File: src/acpt_pkg.sv
/*
 * constants for the pm1 control and power-management timer block:
 * register offsets inside the pm1 block, bit positions, reset values,
 * timer width and clock rates.
 * assumes the host reaches the block through 8-bit system i/o cycles.
 */
package acpt_pkg;
   // register offsets from the pm1 block base
   localparam logic [15:0] OFS_PM1_EN_UPPER = 16'h0003;
   localparam logic [15:0] OFS_PM1_CTL_MAIN = 16'h0004;
   localparam logic [15:0] OFS_PM1_CTL_SECOND = 16'h0005;
   localparam logic [15:0] OFS_PM1_CTL_THIRD = 16'h0006;
   localparam logic [15:0] OFS_PM1_CTL_FOURTH = 16'h0007;
   localparam logic [15:0] OFS_TMR_BYTE_LOW = 16'h0008;
   localparam logic [15:0] OFS_TMR_BYTE_MID = 16'h0009;
   localparam logic [15:0] OFS_TMR_BYTE_HIGH = 16'h000A;
   localparam logic [15:0] OFS_TMR_BYTE_SPARE = 16'h000B;
   // bit positions in the main pm1 control register
   localparam int SCI_SELECT_BIT = 0;
   localparam int BM_RELOAD_BIT = 1;
   localparam int GLOBAL_RELEASE_BIT = 2;
   // timer shape
   localparam int TMR_WIDTH = 24;
   localparam int TMR_CARRY_BIT = 23;
   localparam int TMR_LOW_LSB = 0;
   localparam int TMR_MID_LSB = 8;
   localparam int TMR_HIGH_LSB = 16;
   // values after reset
   localparam logic [7:0] REG_ZERO = 8'h00;
   localparam logic [23:0] TMR_RESET = 24'h00_0000;
   // clock rates in hertz
   localparam int SYS_CLK_HZ = 50000000;
   localparam int TMR_CLK_HZ = 3579545;
   // system clocks per timer clock, rounded down (least high or low time)
   localparam int TMR_CLK_RATIO = SYS_CLK_HZ / TMR_CLK_HZ;
endpackage

File: src/acpt_flag_if.sv
/*
 * carrier for one sticky status flag: set event, clear event, flag.
 * assumes both ends run on the block clock.
 */
`timescale 1ns/1ns
`default_nettype none
interface acpt_flag_if;
   logic set;
   logic clr;
   logic flag;
   modport owner (input set, input clr, output flag);
   modport user (output set, output clr, input flag);
endinterface
`default_nettype wire

File: src/acpt_pm1_timer.sv
/*
 * pm1 control register and 24-bit power-management timer, reached by
 * 8-bit system i/o cycles at a base held in configuration registers.
 * assumes the i/o strobes are one-cycle pulses on I_CLK and that the
 * status, enable and firmware bits living elsewhere arrive as levels.
 */
`timescale 1ns/1ns
`default_nettype none
module acpt_pm1_timer (
   // clock and reset
   input wire logic I_CLK,
   input wire logic I_RESET,
   // system i/o cycle
   input wire logic [15:0] I_IO_ADDR,
   input wire logic I_IO_RD,
   input wire logic I_IO_WR,
   input wire logic [7:0] I_IO_WDATA,
   output logic [7:0] O_IO_RDATA,
   output logic O_IO_HIT,
   // block base from configuration registers
   input wire logic [15:0] I_PM1_BASE,
   // timer clock pin and system state
   input wire logic I_TMR_CLK,
   input wire logic I_WORKING,
   // control bits held in neighbouring registers
   input wire logic I_SMI_ROUTE_ENABLE,
   input wire logic I_BUS_MASTER_CONTROL,
   input wire logic I_FIRMWARE_EVENT_ENABLE,
   input wire logic I_TIMER_CARRY_IRQ_ENABLE,
   input wire logic I_TIMER_RUN_ENABLE,
   input wire logic I_TIMER_CARRY_CLR,
   input wire logic I_FIRMWARE_EVENT_CLR,
   // status and interrupt outputs
   output logic O_TIMER_CARRY_FLAG,
   output logic O_FIRMWARE_EVENT_FLAG,
   output logic [acpt_pkg::TMR_WIDTH-1:0] O_PM_TIMER_COUNT,
   output logic O_SCI_N,
   output logic O_SMI_N
);
   import acpt_pkg::*;

   logic sci_select;
   logic bus_master_reload_enable;
   logic global_release;
   logic [TMR_WIDTH-1:0] pm_timer_count;
   logic [TMR_WIDTH-1:0] next_pm_timer_count;
   logic tmr_tick;
   logic tmr_advance;
   logic [15:0] io_offset;
   logic wr_ctl_main;
   logic pm_event;
   logic bm_event;
   logic fw_event;
   logic next_sci;
   logic next_smi;
   logic [7:0] next_rdata;
   logic next_hit;

   acpt_flag_if carry_if ();
   acpt_flag_if fw_if ();

   // offset of an i/o address inside the block, all ones if below base
   function automatic logic [15:0] block_offset(input logic [15:0] addr,
                                                input logic [15:0] base);
      logic [15:0] diff;
      diff = addr - base;
      if (addr < base) begin
         block_offset = 16'hFFFF;
      end else begin
         block_offset = diff;
      end
   endfunction

   // true when the offset is one this block answers
   function automatic logic is_ours(input logic [15:0] ofs);
      is_ours = (ofs >= OFS_PM1_EN_UPPER) && (ofs <= OFS_TMR_BYTE_SPARE);
   endfunction

   assign io_offset = block_offset(I_IO_ADDR, I_PM1_BASE);
   assign wr_ctl_main = I_IO_WR && (io_offset == OFS_PM1_CTL_MAIN);

   // timer clock pin edges
   acpt_tick u_tick (
      .i_clk(I_CLK),
      .i_reset(I_RESET),
      .i_tmr_clk(I_TMR_CLK),
      .o_tick(tmr_tick)
   );

   // main pm1 control register: select and reload enable bits
   always_ff @(posedge I_CLK) begin
      if (I_RESET) begin
         sci_select <= 1'b0;
         bus_master_reload_enable <= 1'b0;
      end else if (wr_ctl_main) begin
         sci_select <= I_IO_WDATA[SCI_SELECT_BIT];
         bus_master_reload_enable <= I_IO_WDATA[BM_RELOAD_BIT];
      end
   end

   // global release: set by writing one, cleared by firmware flag clear
   always_ff @(posedge I_CLK) begin
      if (I_RESET) begin
         global_release <= 1'b0;
      end else if (wr_ctl_main && I_IO_WDATA[GLOBAL_RELEASE_BIT]) begin
         global_release <= 1'b1;
      end else if (I_FIRMWARE_EVENT_CLR) begin
         global_release <= 1'b0;
      end
   end

   // firmware flag set by each release write
   assign fw_if.set = wr_ctl_main && I_IO_WDATA[GLOBAL_RELEASE_BIT];
   assign fw_if.clr = I_FIRMWARE_EVENT_CLR;
   acpt_flag u_fw_flag (
      .i_clk(I_CLK),
      .i_reset(I_RESET),
      .f(fw_if.owner)
   );

   // timer advances on a pin edge while running and working
   assign tmr_advance = tmr_tick && I_TIMER_RUN_ENABLE
      && I_WORKING;
   assign next_pm_timer_count = pm_timer_count + 24'h00_0001;

   // timer counter; writes never touch it, a stopped pin only holds it
   // no reload path exists, so a restarted pin resumes from the held count
   always_ff @(posedge I_CLK) begin
      if (I_RESET) begin
         pm_timer_count <= TMR_RESET;
      end else if (tmr_advance) begin
         pm_timer_count <= next_pm_timer_count;
      end
   end

   // carry flag on either direction of the top bit
   assign carry_if.set = tmr_advance &&
      (pm_timer_count[TMR_CARRY_BIT] != next_pm_timer_count[TMR_CARRY_BIT]);
   assign carry_if.clr = I_TIMER_CARRY_CLR;
   acpt_flag u_carry_flag (
      .i_clk(I_CLK),
      .i_reset(I_RESET),
      .f(carry_if.owner)
   );

   // event sources
   assign pm_event = carry_if.flag && I_TIMER_CARRY_IRQ_ENABLE;
   assign bm_event = bus_master_reload_enable && I_BUS_MASTER_CONTROL;
   assign fw_event = fw_if.flag && I_FIRMWARE_EVENT_ENABLE;

   // interrupt routing
   always_comb begin
      next_sci = (sci_select && pm_event) || bm_event;
      next_smi = (!sci_select && I_SMI_ROUTE_ENABLE && pm_event)
         || fw_event;
   end

   // read data mux
   // bytes are read live, so software reading all three may see a tear
   always_comb begin
      next_rdata = REG_ZERO;
      next_hit = I_IO_RD && is_ours(io_offset);
      if (io_offset == OFS_PM1_CTL_MAIN) begin
         next_rdata[SCI_SELECT_BIT] = sci_select;
         next_rdata[BM_RELOAD_BIT] = bus_master_reload_enable;
         next_rdata[GLOBAL_RELEASE_BIT] = global_release;
      end else if (io_offset == OFS_TMR_BYTE_LOW) begin
         next_rdata = pm_timer_count[TMR_LOW_LSB +: 8];
      end else if (io_offset == OFS_TMR_BYTE_MID) begin
         next_rdata = pm_timer_count[TMR_MID_LSB +: 8];
      end else if (io_offset == OFS_TMR_BYTE_HIGH) begin
         next_rdata = pm_timer_count[TMR_HIGH_LSB +: 8];
      end else begin
         next_rdata = REG_ZERO;
      end
   end

   // registered read answer, one cycle after the strobe
   always_ff @(posedge I_CLK) begin
      if (I_RESET) begin
         O_IO_RDATA <= REG_ZERO;
         O_IO_HIT <= 1'b0;
      end else begin
         O_IO_RDATA <= next_hit ? next_rdata : REG_ZERO;
         O_IO_HIT <= next_hit;
      end
   end

   // interrupt pins, active low
   // registered so the pins never glitch while the decode settles
   always_ff @(posedge I_CLK) begin
      if (I_RESET) begin
         O_SCI_N <= 1'b1;
         O_SMI_N <= 1'b1;
      end else begin
         O_SCI_N <= !next_sci;
         O_SMI_N <= !next_smi;
      end
   end

   // status copies for the neighbouring registers
   always_ff @(posedge I_CLK) begin
      if (I_RESET) begin
         O_TIMER_CARRY_FLAG <= 1'b0;
         O_FIRMWARE_EVENT_FLAG <= 1'b0;
         O_PM_TIMER_COUNT <= TMR_RESET;
      end else begin
         O_TIMER_CARRY_FLAG <= carry_if.flag;
         O_FIRMWARE_EVENT_FLAG <= fw_if.flag;
         O_PM_TIMER_COUNT <= next_pm_timer_count;
         if (!tmr_advance) begin
            O_PM_TIMER_COUNT <= pm_timer_count;
         end
      end
   end
endmodule // acpt_pm1_timer
`default_nettype wire

File: src/acpt_flag.sv
/*
 * sticky flag: set by hardware event, cleared by a write-one pulse.
 * assumes set and clr are single-cycle pulses on the block clock.
 */
`timescale 1ns/1ns
`default_nettype none
module acpt_flag (
   // clock and reset
   input wire logic i_clk,
   input wire logic i_reset,
   // flag carrier
   acpt_flag_if.owner f
);
   // set wins over a clear in the same cycle
   always_ff @(posedge i_clk) begin
      if (i_reset) begin
         f.flag <= 1'b0;
      end else if (f.set) begin
         f.flag <= 1'b1;
      end else if (f.clr) begin
         f.flag <= 1'b0;
      end
   end
endmodule // acpt_flag
`default_nettype wire

File: src/acpt_tick.sv
/*
 * brings the free timer clock pin into the block clock domain and
 * gives one pulse per rising edge of it.
 * assumes the timer clock is well below half the block clock.
 */
`timescale 1ns/1ns
`default_nettype none
module acpt_tick (
   // clock and reset
   input wire logic i_clk,
   input wire logic i_reset,
   // timer clock pin and edge pulse
   input wire logic i_tmr_clk,
   output logic o_tick
);
   logic sync_a;
   logic sync_b;
   logic sync_c;
   // two-stage synchroniser, then one stage for the edge; it runs
   // through reset so a pin already high at release gives no false edge
   always_ff @(posedge i_clk) begin
      sync_a <= i_tmr_clk;
      sync_b <= sync_a;
      sync_c <= sync_b;
   end
   // rising edge of the synchronised clock, held off during reset
   assign o_tick = sync_b & ~sync_c & ~i_reset;
endmodule // acpt_tick
`default_nettype wire

File: config.mk
export PLATFORM = sky130hd
export DESIGN_NAME = acpt_pm1_timer
export DESIGN_NICKNAME = d
export VERILOG_FILES = /design/src/acpt_pkg.sv /design/src/acpt_flag_if.sv /design/src/acpt_pm1_timer.sv /design/src/acpt_flag.sv /design/src/acpt_tick.sv
export SDC_FILE = /design/constraint.sdc
export NUM_CORES = 1
export LEC_CHECK = 0
export BUFFER_PORTS_ARGS = -buffer_cell sky130_fd_sc_hd__buf_2
export CAP_MARGIN = 5
export CORE_MARGIN = 2
export CORE_UTILIZATION = 50
export DETAILED_ROUTE_END_ITERATION = 10
export PLACE_DENSITY = 0.79
export SKIP_LAST_GASP = 1
export SYNTH_ARGS = -nofsm -noshare
export SYNTH_HDL_FRONTEND = slang
export SYNTH_SLANG_ARGS = --single-unit
File: constraint.sdc
create_clock -name I_CLK -period 5.5 [get_ports I_CLK]
set_clock_uncertainty 0.1 [all_clocks]
set_input_delay 0.825 -clock I_CLK [delete_from_list [all_inputs] [get_ports I_CLK]]
set_output_delay 0.825 -clock I_CLK [all_outputs]
set_load 0.05 [all_outputs]
# After elaboration in Yosys (flattened, before gate mapping)
# Cells that the tools add are included.
[op_classes]
order_cmp = 3
n_mul = 0
addsub = 2
eq_ne = 5
bitwise = 5
reduce_logical = 22
shifts = 0
div_mod_pow = 0
mux = 9
[ops]
columns = ["operator", "n"]
rows = [
  ["== test 16 x 4 -> 1 bit, second input constant", 3],
  ["adder 24 x 1 -> 24 bit, second input constant", 1],
  ["2-to-1 mux 8 bit", 3],
  ["== test 16 x 3 -> 1 bit, second input constant", 1],
  [">= comparator 16 x 2 -> 1 bit, second input constant", 1],
  ["<= comparator 16 x 4 -> 1 bit, second input constant", 1],
  ["< comparator 16 bit", 1],
  ["2-to-1 mux 16 bit", 1],
  ["subtractor 16 bit", 1],
  ["logical AND 1 bit", 13],
  ["2-to-1 mux 1 bit", 4],
  ["nonzero test 2 bit", 2],
  ["logical NOT 1 bit", 3],
  ["2-to-1 mux 3 bit", 1],
  ["inverter 1 bit", 3],
  ["OR reduction 3 bit", 1],
  ["bitwise AND 1 bit", 2],
  ["logical OR 1 bit", 2],
  ["OR reduction 2 bit", 1],
  ["inequality test 1 bit", 1],
]
[totals]
elab_cells = 61
latchBits = 0
out_inout_bits = 37
input_bits = 53
memories = 0
regBits = 44
ram_bits = 0
mem_bits_ro = 0

# Longest topological paths before layout
[logic_depth]
ltp_word = 7
mapped_depth = 11

# By module
# From an unflattened synthesis, not the netlist that was laid out.
[hier_totals]
hier_cells = 337
area_unflattened_um2 = 2825.2
[by_module_without_submodules]
columns = ["mod", "n_inst", "cells_per_inst", "area_per_inst_um2"]
rows = [
  ["acpt_pm1_timer", 1, 325, 2675.1],
  ["acpt_flag", 2, 4, 38.8],
  ["acpt_tick", 1, 4, 72.6],
]

# Worst setup path before layout
# No wires, ideal clock.
[synth_path]
path_kind = "input to register"
from = "in I_IO_ADDR[0]"
to = "reg O_IO_RDATA[2]"
arrival_time_ns = 3.179
path_slack_ns = 2.121
setup_ns = 0.100
stages = 11
cell_sequence = "inv_1 ha_1 fa_1 nor2b_4 o211ai_1 a31oi_1 a21oi_1 a211o_1 a2111oi_4 nand4_4 a2111oi_4"
[synth_between]
elab_chain_cells = 7
[synth_rtl]
columns = ["element", "line", "rtl"]
rows = [
  ["start: declaration", "acpt_pm1_timer.sv:14", "input wire logic [15:0] I_IO_ADDR,"],
  ["subtractor 16 bit or < comparator 16 bit (tied branches)", "acpt_pm1_timer.sv:66, acpt_pm1_timer.sv:67", ""],
  ["2-to-1 mux 16 bit (*)", "acpt_pm1_timer.sv:67", "if (addr < base) begin"],
  [">= comparator 16 x 2 -> 1 bit (tied with other cells)", "acpt_pm1_timer.sv:76", "is_ours = (ofs >= OFS_PM1_EN_UPPER) && (ofs <= OFS_TMR_BYTE_SPARE);"],
  ["logical AND 1 bit or 2-to-1 mux 8 bit (tied branches)", "acpt_pm1_timer.sv:76, acpt_pm1_timer.sv:171", ""],
  ["logical AND 1 bit or 2-to-1 mux 8 bit (tied branches)", "acpt_pm1_timer.sv:162, acpt_pm1_timer.sv:169", ""],
  ["inverter 1 bit (no source line) or 2-to-1 mux 8 bit (tied branches)", "-", ""],
  ["OR reduction 2 bit (no source line) or 2-to-1 mux 3 bit (tied branches)", "-", ""],
  ["end signal: assignment", "acpt_pm1_timer.sv:184", "O_IO_RDATA <= next_hit ? next_rdata : REG_ZERO;"],
  ["end: declaration", "acpt_pm1_timer.sv:18", "output logic [7:0] O_IO_RDATA,"],
]
# Every way passes the cells marked *; elsewhere a longest branch is shown, timed or not.
# A chain may end at the register's enable or synchronous reset.

# Final worst setup path
# Ends and elaborated chain as after synthesis.

==> flow_summary.yaml <==
global_routing:
  track_usage_pct: 21.0
  grt_pass1_wl_um: 10700
  grt_max_degree: 36
  grt_pass1_vias: 2395
  grt_overflow: 0
  antenna_found_initial: 0
yosys:
  yosys_warnings: 0
  synth_flop_cell: "dfxtp_1"
  synth-compound-area-share_pct: 18.1
  synth_seq_area_share_pct: 31.7
  syn_nets: 405
  synth_fa_ha_area_share_pct: 8.37
  syn-cell-area_um2: 2780
  synth_top_family_by_area: "simple AND/OR/NAND/NOR gates"
  synthArstFlopShare_pct: 0
  syn_inst: 334
  synth_edf_count: 0
  synth-simple-area-share_pct: 24.2
  synthMuxAreaShare_pct: 3.92
  ys_types: 51
  synth_seq_cells: 44
  avgSynthCellArea_um2: 8.32
  synth_xor_area_share_pct: 8.82
cells_and_area:
  seqCellArea_um2: 881
  num-nets-final: 484
  multi_input_area_um2: 1760
  final_common_cell: "buf_2"
  stdcell_count: 486
  drive_gt1_share_pct: 26.6
  layout_common_cells: "buf_2 (84), nor2_1 (45), dfxtp_1 (44)"
  syn2layout_area_growth_pct: 19.8
  fillers: 503
  diodes: 0
  fin_util_pct: 61.2
job:
  max-cap-violations: 0
critical_path:
  critical_path.top_delay_family: "compound AO/OA/AOI/OAI gates"
  cp-start-kind: "input pin"
  critPathMaxFanout: 9
  critPathMostFrequentCell: "a2111oi_4"
  reg2reg_setup_slack_ps: 3050
  worst-path-buf-inv: 2
  reg2reg_from: "u_tick.sync_c$_DFF_P_"
  endpoint_kind: "flop"
  criticalPathCategory: "in -> reg"
  slowest_delay_ps: 440
  critical_path_arrival_ps: 3490
  cp-startpoint: "I_IO_ADDR[0]"
  cp.required_ps: 5600
  slowest_stage: "fa_1"
  cp_cell_sequence: "buf_2 > inv_1 > ha_1 > fa_1 > nor2b_4 > o211ai_1 > a31oi_1 > a21oi_1 > a211o_1 > a2111oi_4 > nand4_4 > a2111oi_4"
clock_network:
  clk_pin_slew_ps: 80
  clock_latency_ps: 290
  cts_buffers: 5
  clock_path_buffers: 2
  hold_buffers: 0
  post_cts_buffers: 0
  cts_resized: 0
  cts_tree: "built"
  htree_levels: 2
  clock_sinks: 44
  root_buffer: "clkbuf_8"
placed_design:
  post-place-ws_ps: 1800
  dp_hpwl_um: 5050
  place.gp.congestion: 0.855
  portBuffers: 84
  dp_cells: 478
pwr:
  peakVddDrop_v: 0.000222
  p_per_area_nw_per_um2: 205
  p_leak_nw: 1.50
floorplanning:
  die-area_um2: 6170
  ios: 90
  fp.dieW_um: 78.6
  core_area_um2: 5440
  start_util_pct: 51.1
  fp-row-count: 27
  die_h_um: 78.6
sta:
  fin_tns_setup_ps: 0
  setup_ws_ps: 2110
  slew_violations: 0
  max_freq_mhz: 295
  period_share_pct: 61.6
  worst_slew_pin_slew_ps: 593
  hold-worst-slack_ps: 237
  period_minus_slack_ps: 3390
  rsz0062_at_grt: "no"
  slew-limit-headroom_pct: 60.5
  finalHoldViolations: 0
  finalSetupViolCount: 0
worst_hold_path:
  worstHoldPathType: "reg -> reg"
  hp-start: "u_tick.sync_a$_DFF_P_"
routing:
  wirelength_um: 6470
  ant_nets: 0
  firstDrtPassIters: 4
  drt_iter0_drc: 126
  wl_per_cell_um: 13.3
  vias: 2674
  vias_per_cell: 5.50
  drc_errors: 0
status:
  outcome: "completed"
[synth_stat cells, types with 2 or more instances]
cell type  count  area (um2)
nor3b_1        2        15.0
a2111oi_4      2        55.1
nand2_1       21        78.8
nand4_1        8        50.1
a211oi_1       3        22.5
a21oi_2        2        17.5
a22oi_1        8        60.1
dfxtp_1       44         881
a21o_1         2        15.0
o21ai_1        2        10.0
nor2b_1        3        18.8
xnor2_1        8        70.1
a21oi_1       19        95.1
mux2_2         7        78.8
nor2_1        45         169
o22ai_1        2        12.5
a32oi_1        2        17.5
o211ai_1       6        45.0
clkbuf_1      10        37.5
xor2_1        20         175
mux2i_1        3        30.0
nor3_1        10        50.1
nand3_1       12        60.1
or3_1          4        25.0
and3_1         6        37.5
inv_1         22        82.6
o21ai_0        9        45.0
ha_1          17         213
and4_1         2        17.5
a31oi_1        4        25.0
nand2b_1       9        56.3
[cell type report]
class                      instances  area share [%]
clock buffer                       6            2.48
clock inverter                     2           0.301
inverter                          22            2.48
multi-input combinational        256            53.0
sequential                        44            26.5
tap                               72            2.71
timing repair buffer              84            12.6
[cells by family after synthesis]
kind of cell | Yosys count
simple gates | 131
flops | 44
compound gates | 69
xor+xnor | 28
buf+inv | 34
mux | 10
fa+ha+maj | 18
[metrics by stage]
step | power (W) | cell area (um2)
finish | 0.000683 | 3330
global placement | 0.000478 | 3240
global route | 0.000718 | 3330
floorplan | 0.000446 | 2780
CTS | 0.000688 | 3330
detailed placement | 0.000483 | 3240
[power breakdown]
group / total (W) / leakage [nW] / switching, W / internal (W)
clock: 0.000206 / 0.0510 / 0.000106 / 0.000100
combinational: 0.000157 / 1.10 / 0.0000948 / 0.0000624
sequential: 0.000320 / 0.355 / 0.000000574 / 0.000320
[path summary, 6_finish.rpt]
kind | endpoint | depth (start not counted)
max reg2reg | O_PM_TIMER_COUNT[23]$_SDFFE_PP0P_ | 8
max | O_IO_RDATA[2]$_SDFF_PP0_ | 12
min reg2reg | u_tick.sync_b$_DFF_P_ | 0
min | u_tick.sync_b$_DFF_P_ | 0
[per-layer routing]
layer  vias to the layer above  routed length (um)  GRT usage [%]
li1                       1334                   -              -
met1                      1235                2880           27.5
met2                        98                3190           36.2
met3                         7                 327           3.45
met4                         0                  71           4.91
met5                         -                   0              0
[registers in the layout, summed over array words and instances, names as in the netlist]
signal,flops
O_FIRMWARE_EVENT_FLAG,1
O_IO_HIT,1
O_IO_RDATA,8
O_PM_TIMER_COUNT,24
O_SCI_N,1
O_SMI_N,1
O_TIMER_CARRY_FLAG,1
bus_master_reload_enable,1
sci_select,1
u_carry_flag.f.flag,1
u_fw_flag.f.flag,1
u_tick.sync_a,1
u_tick.sync_b,1
u_tick.sync_c,1
[worst reg2reg max path: cells and delay by family (launching register included)]
kind	cells	cell delay, ps
and+or+nand+nor	7	1760
DFF	1	300
xor gates and xnor gates	1	160
Note: power is estimated with default switching activity, not from simulation.
